--- config.mk ---
export PLATFORM = sky130hd
export DESIGN_NAME = exec_core
export DESIGN_NICKNAME = d
export VERILOG_FILES = /design/src/core/exec_pkg.sv /design/src/core/exec_core.sv
export SDC_FILE = /design/constraint.sdc
export NUM_CORES = 1
export LEC_CHECK = 0
export BUFFER_PORTS_ARGS = -buffer_cell sky130_fd_sc_hd__buf_2
export CELL_PAD_IN_SITES_DETAIL_PLACEMENT = 1
export CELL_PAD_IN_SITES_GLOBAL_PLACEMENT = 2
export CORE_MARGIN = 4
export CORE_UTILIZATION = 33
export DETAILED_ROUTE_END_ITERATION = 8
export PLACE_DENSITY_LB_ADDON = 0.25
export SYNTH_ARGS = -nofsm -noshare
export SYNTH_HDL_FRONTEND = slang
export SYNTH_SLANG_ARGS = --single-unit
--- constraint.sdc ---
create_clock -name clk_i -period 4.5 [get_ports clk_i]
set_input_delay 0.225 -clock clk_i [delete_from_list [all_inputs] [get_ports clk_i]]
set_output_delay 0.225 -clock clk_i [all_outputs]
set_load 0.02 [all_outputs]
--- src/core/exec_pkg.sv ---
// Purpose: Shared constants and types of the execution timing and ALU datapath.
// Assumes: 8-bit data, 13-bit program counter, sector 0 data addressing only.
// Notes:   All timing is in system clocks; one instruction cycle is four of them.
package exec_pkg;

   // Instruction cycle framing
   localparam int unsigned CLKS_PER_ICYC = 4;
   localparam logic [1:0]  PHASE_FIRST   = 2'h1;
   localparam logic [1:0]  PHASE_LAST    = 2'h3;
   localparam logic [1:0]  ICYC_ONE      = 2'h1;
   localparam logic [1:0]  ICYC_TWO      = 2'h2;

   // Addresses and reset values
   localparam logic [7:0]  PCL_ADDR      = 8'h06;
   localparam logic [1:0]  SECTOR_ZERO   = 2'h0;
   localparam logic [12:0] PC_RESET      = 13'h0000;
   localparam logic [12:0] PC_STEP       = 13'h0001;
   localparam logic [12:0] PC_SKIP_STEP  = 13'h0002;
   localparam logic [7:0]  W_RESET       = 8'h00;
   localparam logic [5:0]  FLAGS_RESET   = 6'h00;
   localparam int unsigned STACK_DEPTH   = 8;

   // Flag positions
   localparam int unsigned F_ZERO        = 0;
   localparam int unsigned F_CARRY       = 1;
   localparam int unsigned F_NIBBLE      = 2;
   localparam int unsigned F_WRAP        = 3;
   localparam int unsigned F_SECOND      = 4;
   localparam int unsigned F_EXTZ        = 5;

   // Flag update masks
   localparam logic [5:0]  MASK_NONE     = 6'h00;
   localparam logic [5:0]  MASK_ZERO     = 6'h01;
   localparam logic [5:0]  MASK_CARRY    = 6'h02;
   localparam logic [5:0]  MASK_ADD      = 6'h1f;
   localparam logic [5:0]  MASK_SUB      = 6'h3f;

   // Decimal adjust
   localparam logic [3:0]  BCD_LIMIT     = 4'h9;
   localparam logic [8:0]  BCD_LOW_FIX   = 9'h006;
   localparam logic [8:0]  BCD_HIGH_FIX  = 9'h060;

   typedef enum logic [5:0] {
      OP_NOP, OP_LOAD_W, OP_STORE_W, OP_IMM_W,
      OP_ADD_MW, OP_ADD_IW, OP_SUM_TO_MEM, OP_ADDC_W, OP_ADDC_MEM,
      OP_SUB_IW, OP_SUB_MW, OP_DIFF_TO_MEM, OP_BORROW_IW, OP_BORROW_MW, OP_BORROW_MEM,
      OP_DECIMAL_FIXUP,
      OP_AND_W, OP_OR_W, OP_XOR_W, OP_AND_MEM, OP_OR_MEM, OP_XOR_MEM,
      OP_AND_IW, OP_OR_IW, OP_XOR_IW,
      OP_INVERT_MEM, OP_INVERT_W, OP_INC_W, OP_INC_MEM, OP_STEP_DOWN_W, OP_STEP_DOWN_MEM,
      OP_ROR_W, OP_ROR_MEM, OP_ROR_C_W, OP_ROR_C_MEM,
      OP_ROL_W, OP_ROL_MEM, OP_ROL_C_W, OP_ROL_C_MEM,
      OP_BIT_ZEROING, OP_BIT_SET,
      OP_SKIP_ZERO, OP_SKIP_NZ, OP_SKIP_BIT_ZERO, OP_SKIP_BIT_NZ,
      OP_SKIP_INC_ZERO, OP_SKIP_DOWN_ZERO,
      OP_BRANCH, OP_CALL, OP_SUB_EXIT, OP_TABLE_READ
   } op_t;

   typedef enum logic {ST_IDLE, ST_EXEC} run_t;

endpackage

--- src/core/exec_core.sv ---
// Purpose: Instruction timing sequencer and 8-bit ALU of the core for sector 0 operations.
// Assumes: The decoder presents one decoded operation with its memory byte while ready_o is high.
// Notes:   Results other than the call stack and table pointer are held pending and committed in the last clock of the last instruction cycle.
`timescale 1ns/1ps

module exec_core
   import exec_pkg::*;
(
   input  wire  logic             clk_i,
   input  wire  logic             resetn_i,
   input  wire  logic             issue_i,
   input  exec_pkg::op_t          op_i,
   input  wire  logic [7:0]       mem_addr_i,
   input  wire  logic [7:0]       mem_rdata_i,
   input  wire  logic [7:0]       imm_i,
   input  wire  logic [2:0]       bit_sel_i,
   input  wire  logic [12:0]      target_i,
   input  wire  logic [12:0]      tbl_ptr_i,
   input  wire  logic [15:0]      tbl_data_i,
   output logic                   ready_o,
   output logic                   done_o,
   output logic [7:0]             working_register_o,
   output logic                   zero_flag_o,
   output logic                   carry_flag_o,
   output logic                   nibble_carry_flag_o,
   output logic                   signed_wrap_flag_o,
   output logic                   secondary_carry_flag_o,
   output logic                   extended_zero_flag_o,
   output logic                   mem_we_o,
   output logic [7:0]             mem_addr_o,
   output logic [7:0]             mem_wdata_o,
   output logic [1:0]             mem_sector_o,
   output logic [12:0]            pc_o,
   output logic [12:0]            tbl_addr_o,
   output logic [7:0]             tbl_high_o
);
   import exec_pkg::*;

   typedef struct packed {
      run_t                         run;
      logic                         rdy;
      logic [1:0]                   phase;
      logic [1:0]                   left;
      logic [1:0]                   total;
      op_t                          op;
      logic [7:0]                   w;
      logic [5:0]                   flg;
      logic [12:0]                  pc;
      logic [7:0]                   p_w;
      logic                         p_w_en;
      logic [7:0]                   p_mem;
      logic                         p_mem_en;
      logic [7:0]                   p_addr;
      logic [5:0]                   p_flg;
      logic [5:0]                   p_mask;
      logic [12:0]                  p_pc;
      logic [2:0]                   sp;
      logic [STACK_DEPTH-1:0][12:0] stack;
      logic                         done;
      logic                         we;
      logic [7:0]                   maddr;
      logic [7:0]                   wdata;
      logic [1:0]                   sector;
      logic [12:0]                  taddr;
      logic [7:0]                   thigh;
   } state_t;

   state_t s_r;
   state_t s_nxt;
   logic   take;

   // Returns {carry into bit 7, signed wrap, nibble carry, carry out, sum}
   function automatic logic [11:0] addf(input logic [7:0] x, input logic [7:0] y, input logic ci);
      logic [4:0] lo;
      logic [7:0] lo7;
      logic [8:0] s9;
      lo  = {1'b0, x[3:0]} + {1'b0, y[3:0]} + {4'h0, ci};
      lo7 = {1'b0, x[6:0]} + {1'b0, y[6:0]} + {7'h00, ci};
      s9  = {1'b0, x} + {1'b0, y} + {8'h00, ci};
      addf = {lo7[7], lo7[7] ^ s9[8], lo[4], s9[8], s9[7:0]};
   endfunction

   assign take = s_r.rdy & issue_i;

   always_comb begin
      logic [7:0]  a;
      logic [7:0]  m;
      logic [7:0]  res;
      logic [7:0]  bx;
      logic [11:0] sum;
      logic [8:0]  d9;
      logic [5:0]  fl;
      logic [5:0]  mask;
      logic [12:0] pcn;
      logic [12:0] pc1;
      logic [1:0]  ncyc;
      logic        to_w;
      logic        to_mem;
      logic        arith;
      logic        sub;
      logic        chain;
      logic        skip;
      a      = s_r.w;
      m      = mem_rdata_i;
      res    = 8'h00;
      bx     = m;
      sum    = 12'h000;
      d9     = 9'h000;
      fl     = s_r.flg;
      mask   = MASK_NONE;
      pc1    = s_r.pc + PC_STEP;
      pcn    = pc1;
      ncyc   = ICYC_ONE;
      to_w   = 1'b0;
      to_mem = 1'b0;
      arith  = 1'b0;
      sub    = 1'b0;
      skip   = 1'b0;
      chain  = op_i inside {OP_ADDC_W, OP_ADDC_MEM, OP_BORROW_IW, OP_BORROW_MW, OP_BORROW_MEM};
      s_nxt      = s_r;
      s_nxt.done = 1'b0;
      s_nxt.we   = 1'b0;

      unique case (op_i)
         OP_NOP: begin
         end
         OP_LOAD_W: begin
            res  = m;
            to_w = 1'b1;
         end
         OP_STORE_W: begin
            res    = a;
            to_mem = 1'b1;
         end
         OP_IMM_W: begin
            res  = imm_i;
            to_w = 1'b1;
         end
         OP_ADD_MW, OP_ADDC_W: begin
            arith = 1'b1;
            to_w  = 1'b1;
         end
         OP_ADD_IW: begin
            arith = 1'b1;
            bx    = imm_i;
            to_w  = 1'b1;
         end
         OP_SUM_TO_MEM, OP_ADDC_MEM: begin
            arith  = 1'b1;
            to_mem = 1'b1;
         end
         OP_SUB_IW, OP_BORROW_IW: begin
            arith = 1'b1;
            sub   = 1'b1;
            bx    = imm_i;
            to_w  = 1'b1;
         end
         OP_SUB_MW, OP_BORROW_MW: begin
            arith = 1'b1;
            sub   = 1'b1;
            to_w  = 1'b1;
         end
         OP_DIFF_TO_MEM, OP_BORROW_MEM: begin
            arith  = 1'b1;
            sub    = 1'b1;
            to_mem = 1'b1;
         end
         OP_DECIMAL_FIXUP: begin
            d9 = {1'b0, a};
            if (a[3:0] > BCD_LIMIT || s_r.flg[F_NIBBLE]) begin
               d9 = d9 + BCD_LOW_FIX;
            end
            if (d9[7:4] > BCD_LIMIT || s_r.flg[F_CARRY] || d9[8]) begin
               d9 = d9 + BCD_HIGH_FIX;
            end
            res         = d9[7:0];
            fl[F_CARRY] = s_r.flg[F_CARRY] | d9[8];
            mask        = MASK_CARRY;
            to_mem      = 1'b1;
         end
         OP_AND_W, OP_AND_MEM: res = a & m;
         OP_OR_W, OP_OR_MEM:   res = a | m;
         OP_XOR_W, OP_XOR_MEM: res = a ^ m;
         OP_AND_IW:            res = a & imm_i;
         OP_OR_IW:             res = a | imm_i;
         OP_XOR_IW:            res = a ^ imm_i;
         OP_INVERT_MEM, OP_INVERT_W: res = ~m;
         OP_INC_W, OP_INC_MEM:       res = m + 8'h01;
         OP_STEP_DOWN_W, OP_STEP_DOWN_MEM: res = m - 8'h01;
         OP_ROR_W, OP_ROR_MEM: res = {m[0], m[7:1]};
         OP_ROL_W, OP_ROL_MEM: res = {m[6:0], m[7]};
         OP_ROR_C_W, OP_ROR_C_MEM: begin
            res         = {s_r.flg[F_CARRY], m[7:1]};
            fl[F_CARRY] = m[0];
            mask        = MASK_CARRY;
         end
         OP_ROL_C_W, OP_ROL_C_MEM: begin
            res         = {m[6:0], s_r.flg[F_CARRY]};
            fl[F_CARRY] = m[7];
            mask        = MASK_CARRY;
         end
         OP_BIT_ZEROING, OP_BIT_SET: begin
            res            = m;
            res[bit_sel_i] = (op_i == OP_BIT_SET);
            to_mem         = 1'b1;
         end
         OP_SKIP_ZERO:     skip = (m == 8'h00);
         OP_SKIP_NZ:       skip = (m != 8'h00);
         OP_SKIP_BIT_ZERO: skip = ~m[bit_sel_i];
         OP_SKIP_BIT_NZ:   skip = m[bit_sel_i];
         OP_SKIP_INC_ZERO, OP_SKIP_DOWN_ZERO: begin
            res    = (op_i == OP_SKIP_INC_ZERO) ? m + 8'h01 : m - 8'h01;
            skip   = (res == 8'h00);
            to_mem = 1'b1;
         end
         OP_BRANCH: begin
            pcn  = target_i;
            ncyc = ICYC_TWO;
         end
         OP_CALL: begin
            // The stack moves only on the take edge; op_i may stay on the bus for many clocks
            if (take) begin
               s_nxt.stack[s_r.sp] = pc1;
               s_nxt.sp            = s_r.sp + 3'h1;
            end
            pcn                 = target_i;
            ncyc                = ICYC_TWO;
         end
         OP_SUB_EXIT: begin
            if (take) begin
               s_nxt.sp = s_r.sp - 3'h1;
            end
            pcn      = s_r.stack[s_r.sp - 3'h1];
            ncyc     = ICYC_TWO;
         end
         OP_TABLE_READ: begin
            to_mem = 1'b1;
            ncyc   = ICYC_TWO;
         end
      endcase

      // Destination of the logic, invert, increment and rotate groups
      if (op_i inside {OP_AND_W, OP_OR_W, OP_XOR_W, OP_AND_IW, OP_OR_IW, OP_XOR_IW,
                       OP_INVERT_W, OP_INC_W, OP_STEP_DOWN_W, OP_ROR_W, OP_ROL_W,
                       OP_ROR_C_W, OP_ROL_C_W}) begin
         to_w = 1'b1;
      end
      if (op_i inside {OP_AND_MEM, OP_OR_MEM, OP_XOR_MEM, OP_INVERT_MEM, OP_INC_MEM,
                       OP_STEP_DOWN_MEM, OP_ROR_MEM, OP_ROL_MEM, OP_ROR_C_MEM,
                       OP_ROL_C_MEM}) begin
         to_mem = 1'b1;
      end
      if (op_i inside {OP_AND_W, OP_OR_W, OP_XOR_W, OP_AND_IW, OP_OR_IW, OP_XOR_IW,
                       OP_AND_MEM, OP_OR_MEM, OP_XOR_MEM, OP_INVERT_W, OP_INVERT_MEM,
                       OP_INC_W, OP_INC_MEM, OP_STEP_DOWN_W, OP_STEP_DOWN_MEM}) begin
         mask = MASK_ZERO;
      end

      // Subtraction is addition of the inverted operand; carry set means no borrow
      if (arith) begin
         sum = addf(a, sub ? ~bx : bx, chain ? s_r.flg[F_CARRY] : sub);
         res = sum[7:0];
         fl[F_CARRY]  = sum[8];
         fl[F_NIBBLE] = sum[9];
         fl[F_WRAP]   = sum[10];
         fl[F_SECOND] = sum[11];
         fl[F_EXTZ]   = (res == 8'h00) & (~chain | s_r.flg[F_EXTZ]);
         mask         = sub ? MASK_SUB : MASK_ADD;
      end
      fl[F_ZERO] = (res == 8'h00);

      // A write into the low program counter byte is a jump
      if (to_mem && mem_addr_i == PCL_ADDR) begin
         pcn  = {s_r.pc[12:8], res};
         ncyc = ncyc + 2'h1;
      end
      if (skip) begin
         pcn  = s_r.pc + PC_SKIP_STEP;
         ncyc = ncyc + 2'h1;
      end

      if (take) begin
         s_nxt.run      = ST_EXEC;
         s_nxt.rdy      = 1'b0;
         s_nxt.phase    = PHASE_FIRST;
         s_nxt.left     = ncyc - 2'h1;
         s_nxt.total    = ncyc;
         s_nxt.op       = op_i;
         s_nxt.p_w      = res;
         s_nxt.p_w_en   = to_w;
         s_nxt.p_mem    = res;
         s_nxt.p_mem_en = to_mem;
         s_nxt.p_addr   = mem_addr_i;
         s_nxt.p_flg    = fl;
         s_nxt.p_mask   = mask;
         s_nxt.p_pc     = pcn;
         if (op_i == OP_TABLE_READ) begin
            s_nxt.taddr = tbl_ptr_i;
         end
      end else if (s_r.run == ST_EXEC) begin
         s_nxt.phase = s_r.phase + 2'h1;
         if (s_r.phase == PHASE_LAST) begin
            s_nxt.left = s_r.left - 2'h1;
         end
         if (s_r.phase == PHASE_LAST && s_r.left == 2'h0) begin
            s_nxt.run    = ST_IDLE;
            s_nxt.rdy    = 1'b1;
            s_nxt.done   = 1'b1;
            s_nxt.flg    = (s_r.flg & ~s_r.p_mask) | (s_r.p_flg & s_r.p_mask);
            s_nxt.pc     = s_r.p_pc;
            s_nxt.we     = s_r.p_mem_en;
            s_nxt.maddr  = s_r.p_addr;
            s_nxt.wdata  = s_r.p_mem;
            s_nxt.sector = SECTOR_ZERO;
            if (s_r.p_w_en) begin
               s_nxt.w = s_r.p_w;
            end
            // Table word is sampled only now, seven clocks after the pointer went out (eleven when the target is PCL)
            if (s_r.op == OP_TABLE_READ) begin
               s_nxt.wdata = tbl_data_i[7:0];
               s_nxt.thigh = tbl_data_i[15:8];
               if (s_r.p_addr == PCL_ADDR) begin
                  s_nxt.pc = {s_r.pc[12:8], tbl_data_i[7:0]};
               end
            end
         end
      end
   end

   always_ff @(posedge clk_i) begin
      if (!resetn_i) begin
         s_r        <= '0;
         s_r.run    <= ST_IDLE;
         s_r.rdy    <= 1'b1;
         s_r.w      <= W_RESET;
         s_r.flg    <= FLAGS_RESET;
         s_r.pc     <= PC_RESET;
         s_r.sector <= SECTOR_ZERO;
      end else begin
         s_r <= s_nxt;
      end
   end

   assign ready_o                = s_r.rdy;
   assign done_o                 = s_r.done;
   assign working_register_o     = s_r.w;
   assign zero_flag_o            = s_r.flg[F_ZERO];
   assign carry_flag_o           = s_r.flg[F_CARRY];
   assign nibble_carry_flag_o    = s_r.flg[F_NIBBLE];
   assign signed_wrap_flag_o     = s_r.flg[F_WRAP];
   assign secondary_carry_flag_o = s_r.flg[F_SECOND];
   assign extended_zero_flag_o   = s_r.flg[F_EXTZ];
   assign mem_we_o               = s_r.we;
   assign mem_addr_o             = s_r.maddr;
   assign mem_wdata_o            = s_r.wdata;
   assign mem_sector_o           = s_r.sector;
   assign pc_o                   = s_r.pc;
   assign tbl_addr_o             = s_r.taddr;
   assign tbl_high_o             = s_r.thigh;

   // Helper: clocks since the operation was taken
   logic [3:0] span_r;
   always_ff @(posedge clk_i) begin
      if (!resetn_i) begin
         span_r <= 4'h0;
      end else if (take) begin
         span_r <= 4'h0;
      end else if (s_r.run == ST_EXEC) begin
         span_r <= span_r + 4'h1;
      end
   end
endmodule

Word-level counts from Yosys, hierarchy flattened
Index checks and enable logic that the tools add are counted.
- register bits: 228
- output and inout bits: 69
- word-level logic and storage cells: 241
- add/sub/neg operators: 19
- magnitude comparators: 7
- equality and inequality tests: 57
- mux-type cells: 50
- bitwise logic cells: 23
- reductions and logical operators: 53
- operators by type and width (operator ; number):
    one-hot mux 8 bit (19 select lines) ; 1
    == test 6 bit (second input constant) ; 20
    2-to-1 mux 107 bit ; 1
    bitwise mux 104 bit ; 1
    == test 6 x 5 -> 1 bit (second input constant) ; 16
    2-to-1 mux 13 bit ; 6
    == test 6 x 4 -> 1 bit (second input constant) ; 8
    2-to-1 mux 8 bit ; 5
    binary-select mux 13 bit (select 3 bit) ; 1
    demux 13 bit (select 3 bit) ; 1
    2-to-1 mux 9 bit ; 4
    zero test 8 bit ; 4
    2-to-1 mux 6 bit ; 5
    OR reduction 2 bit ; 14
    one-hot mux 13 bit (2 select lines) ; 1
    == test 6 x 3 -> 1 bit (second input constant) ; 4
    OR reduction 11 bit ; 2
    2-to-1 mux 20 bit ; 1
    bitwise AND 8 bit ; 2
    == test 8 x 3 -> 1 bit (second input constant) ; 2
    NOT 8 bit ; 2
    OR 8 bit ; 2
    bitwise XOR 8 bit ; 2
    nonzero test 15 bit ; 1
    other kinds (56) ; 103

Depth between registers and ports, before layout
- word-level depth: 13
- mapped depth: 20

Least setup slack after synthesis
OpenSTA, ideal clock, no wires.
- path kind: input to register
- start: input op_i[2]
- end: register s_r[167] (netlist name)
- library setup time: 0.084 ns
- arrival time: 4.352 ns
- required time: 4.416 ns
- path slack: 0.064 ns
- stages: 18
- path buffers: 4
- path through: buf_6 -> buf_6 -> buf_6 -> buf_2 -> nor2_1 -> nor2_1 -> a2111oi_4 -> mux2i_1 -> xnor2_1 -> fa_1 -> inv_1 -> fa_1 -> a222oi_1 -> nand4_1 -> or4b_4 -> nor3_2 -> nand4_1 -> o31ai_2
- cells in the longest elaborated chain, start to end: 9
- elaborated cells between the ends (all ways): 71
- those cells by class: 2 x add/sub; 42 x eq/ne; 9 x mux; 1 x bitwise; 17 x reduce/logical
- RTL lines (element ; RTL line ; source):
    from (decl) ; exec_core.sv:12 ; input exec_pkg::op_t op_i,
    == test 6 x 4 -> 1 bit, or another cell as far along ; exec_core.sv:119, exec_core.sv:124 ;
    OR reduction 3 bit (no line) ; -- ;
    2-to-1 mux 8 bit ; exec_core.sv:124 ; unique case (op_i)
    NOT 8 bit ; exec_core.sv:261 ; sum = addf(a, sub ? ~bx : bx, chain ? s_r.flg[F_CARRY] : sub);
    2-to-1 mux 8 bit ; exec_core.sv:261 ;
    adder 8 x 8 -> 9 bit ; exec_core.sv:79 ; s9 = {1'b0, x} + {1'b0, y} + {8'h00, ci};
    adder 9 x 1 -> 9 bit ; exec_core.sv:79 ;
    2-to-1 mux 8 bit (*) ; exec_core.sv:260 ; if (arith) begin
    zero test 8 bit (*) ; exec_core.sv:270 ; fl[F_ZERO] = (res == 8'h00);
    to (signal assigned) ; exec_core.sv:340 ; s_r <= s_nxt;
    to (decl) ; exec_core.sv:68 ; state_t s_r;
Mark *: on every way between the ends. The rest lies on a longest branch, timed or not.
A chain may end at the register's enable or synchronous reset.

Final worst setup path
- start: input op_i[3]
- end: register s_r[167] (netlist name)
Same word-level chain as after synthesis.

==> impl.org <==
** Clock tree
- The clock passes through at most 3 buffers.
- The tree is rooted in a sky130_fd_sc_hd__clkbuf_16.
- Hold-fix buffer count after cts :: 30
- Clock-pin slew was measured on the worst setup and hold paths at 60 ps.
- Clock network latency to the later pin of the worst-skew pair :: 550 ps
- Number of buffers added for setup after CTS :: 0
- Once the clock tree was built, the resizer swapped 0 gates to a different size.
- CTS buffer count :: 27
- In this run the number of H-tree levels came out at 1.
- Number of clock sinks :: 226
- TritonCTS built the clock tree.

** Floorplanning
- Area of the die :: 46,500 um^2
- I/O pin cnt :: 147
- Chip width :: 215.6 um
- Area of the placeable core :: 42,320 um^2
- The floorplan step set the die height to 215.6 um.
- Once the floorplan was initialized, standard cells occupied 33.62% of the core.
- Row generation in the floorplan step produced 75 rows.

** Synth
- Measured against the total synthesized area, the mux share comes to 9.797%.
- Most frequently used cell type in the post-synthesis netlist :: sky130_fd_sc_hd__nand2_1
- Dividing the synthesized area by the synthesized cell count gives 8.301 um^2.
- Biggest area contributors in the synthesized netlist :: sky130_fd_sc_hd__dfxtp_1, sky130_fd_sc_hd__nand2_1, sky130_fd_sc_hd__o211a_1
- By area, the combinational part of the netlist is dominated by compound AO/OA/AOI/OAI gates.
- Fraction of registers with async set/reset :: 0%
- Area share of the largest cell type after synthesis :: 31.80%
- Post-synthesis share of cell area spent on and, or, nand and nor gates :: 21.06%
- Synthesis produced a netlist whose cell count is 1,714.
- Yosys top cell by area :: sky130_fd_sc_hd__dfxtp_1
- Sequential fraction of the synthesis area :: 31.80%
- Register bit total from synthesis :: 226
- The synthesized netlist contains 106 unique library cells.
- Summing the areas of all xor and xnor instances in the mapped netlist gives 3.368% of the synthesized area.
- Of the total synthesized cell area, the portion taken by full adders, half adders and majority gates is 2.005%.
- Number of enable flip-flop cells after synthesis :: 0
- Counting instances in the post-synthesis netlist gives the leading cell types as sky130_fd_sc_hd__nand2_1, sky130_fd_sc_hd__dfxtp_1, sky130_fd_sc_hd__nor2_1, sky130_fd_sc_hd__a21oi_1, sky130_fd_sc_hd__clkbuf_1.
- Compound-Gate Fraction of Synth Area :: 23.27%
- Synth warn :: 0
- Most common flop cell mapped by yosys :: sky130_fd_sc_hd__dfxtp_1
- After synthesis the cells add up to 14,230 um^2.

** Layout
- Proportion of layout cells with a drive suffix above 1 :: 18.51%
- Post-Layout Inst Area :: 16,270 um^2
- The filler cells instantiated in the layout total 5,009.
- Layout Area Growth over Synthesis :: 14.34%
- The final layout contains 1,868 nets.
- The repair_antennas step left the layout with diodes totalling 0.

** STA
- Number of endpoints failing setup at the final stage :: 0
- Static timing analysis puts the maximum clock frequency at 265.7 MHz.
- Pins over their slew limit :: 0
- Hold timing on the final database bottoms out at a slack of 20.58 ps.
- The number of failing hold endpoints at the final stage is 0.
- For the pin with the worst max-slew slack, the measured transition is 1087 ps.
- After routing, the total negative slack on setup checks comes to 0 ps.
- Crit path setup slack, layout :: 736.9 ps
- The worst path needs 3763 ps of the cycle, external delays included.
- Setup repair after global routing left no endpoint under its margin.
- Worst slew margin :: 26.94%
- Of the available clock period, the critical path in the final layout requires 83.62%.
- Worst setup skew after layout :: 15.43 ps

** Detailed routing
- The final layout contains routed wiring with a total length of 54.05 mm.
- Detailed-router iteration count before antenna repair :: 5
- Number of vias per cell :: 5.664
- In the final routed layout, each cell accounts on average for 22.85 um.
- DRC violation total after the first TritonRoute iteration :: 717
- Vias after detailed routing :: 13,400
- Count of unresolved DRC violations after routing :: 0
- The count of nets left with antenna violations once routing finished came out at 0.

** Pwr
- VDD sags by at most 0.0002512 V.
- Static Leakage :: 6.914 nW
- For this design the ratio of total power to cell area is 303.6 nW/um^2.

** Placement
- After legalization and detailed placement, the total HPWL measured 38.49 mm.
- Placement Setup Slack :: 125.8 ps
- Routability cong. :: 0.8987
- PortBufs :: 144
- Area post-placement :: 15,020 um^2

** Critical path
- The worst setup path is of the input port to register kind.
- Along the worst path, the maximum fanout reaches 7.
- The worst setup path is captured at a register.
- Startpoint types :: input port
- Data on the critical path is required at its endpoint by 4970 ps.
- Data arrival time of the worst path :: 4230 ps

** Run status
- The run finished with clean final reports.

** Global route
- Aggregate global routing overflow :: 0
- Number of antenna violations at the first check in global routing :: 1
- Combined global-route utilization of all metal layers :: 22.26%
- Pin count of the biggest net entering global routing :: 87
- The number of global-route vias before repair came to 13,510.
- The first global-routing pass estimated 82.99 mm of wire.

** Min path
- The path class of the tightest hold or removal check is input port to register.

** Flow run
- The tool flagged a number of max-cap violations equal to 0.
per-layer routing:
layer	up-vias	part of all wire, %	routed length, um	global-route usage (%)
met5	-	0.019	10	0
met4	2	2.6	1415	5.690
met3	79	4.5	2447	2.799
met2	326	47	25650	38.09
met1	6707	45	24520	29.82
li1	6281	-	-	-
worst max-delay path, cell delays in order:
cell	delay [ps]
sky130_fd_sc_hd__buf_2	120
sky130_fd_sc_hd__inv_1	60
sky130_fd_sc_hd__nor2_1	180
sky130_fd_sc_hd__nor2_1	110
sky130_fd_sc_hd__a2111oi_4	520
sky130_fd_sc_hd__buf_4	270
sky130_fd_sc_hd__mux2i_1	250
sky130_fd_sc_hd__xor2_1	300
sky130_fd_sc_hd__ha_1	300
sky130_fd_sc_hd__nor2b_1	130
sky130_fd_sc_hd__o21a_1	190
sky130_fd_sc_hd__a311o_1	420
sky130_fd_sc_hd__xor2_1	190
sky130_fd_sc_hd__a221oi_1	310
sky130_fd_sc_hd__o2111a_1	360
sky130_fd_sc_hd__nand2_1	100
sky130_fd_sc_hd__o31ai_2	170
placed cells by master (no fill, tap or decap), drive strengths merged, types with 11 or more instances in the layout:
cell,netlist,layout
a211oi,54,54
a21oi,117,117
a31oi,11,11
buf,111,202
clkbuf,96,38
dfxtp,226,226
dlygate4sd3,0,30
ha,18,18
inv,26,28
mux2i,65,65
mux4,28,28
nand2,262,262
nand2b,16,16
nand3,50,50
nand4,22,22
nor2,134,134
nor2b,19,19
nor3,33,33
o211a,79,79
o211ai,14,14
o21ai,55,55
o22ai,18,18
or3,12,12
xnor2,30,30
xor2,23,23
stage by stage:
stage	instances	utilization, %	total power, mW
finish	2365	38.44	4.939
floorplan	1715	-	2.439
global placement	2287	35.50	2.629
global route	2365	38.44	5.125
CTS	2365	38.44	4.993
detailed placement	2287	35.50	2.634
path summary, 6_finish.rpt:
kind | endpoint | slack (ps) | startpoint | depth (start not counted)
worst max-delay path | s_r[167] | 740 | op_i[3] | 17
worst min-delay path | ready_o | 20 | resetn_i | 2
worst max register to register | s_r[167] | 960 | register | 12
worst min register to register | tbl_addr_o[4] | 450 | tbl_addr_o[4] | 2
cell families (layout without fill, tap and decap cells):
family          count (synthesis)  count (layout)
other cells                     1               2
mux                           103             103
fa+ha+maj                      21              21
xor+xnor                       53              53
flops                         226             226
simple gates                  624             624
buf+inv                       233             306
compound gates                453             453
where the power goes:
part / leakage (nW) / switching (mW) / internal, mW
sequential: 1.83 / 0.0283 / 2.03
combinational: 4.63 / 0.359 / 0.198
clock: 0.460 / 0.899 / 1.42
area by class of cell:
cell class | instances | area (um^2) | area share (%)
clock buffers | 38 | 767.0 | 4.715
clock inverters | 10 | 177.7 | 1.092
inverters | 26 | 100.1 | 0.6153
multi-input cells | 1256 | 8504 | 52.28
flip-flops and latches | 226 | 4526 | 27.82
well taps | 577 | 721.9 | 4.438
repair buffers | 232 | 1471 | 9.045
Note: power is estimated with default switching activity, not from simulation.
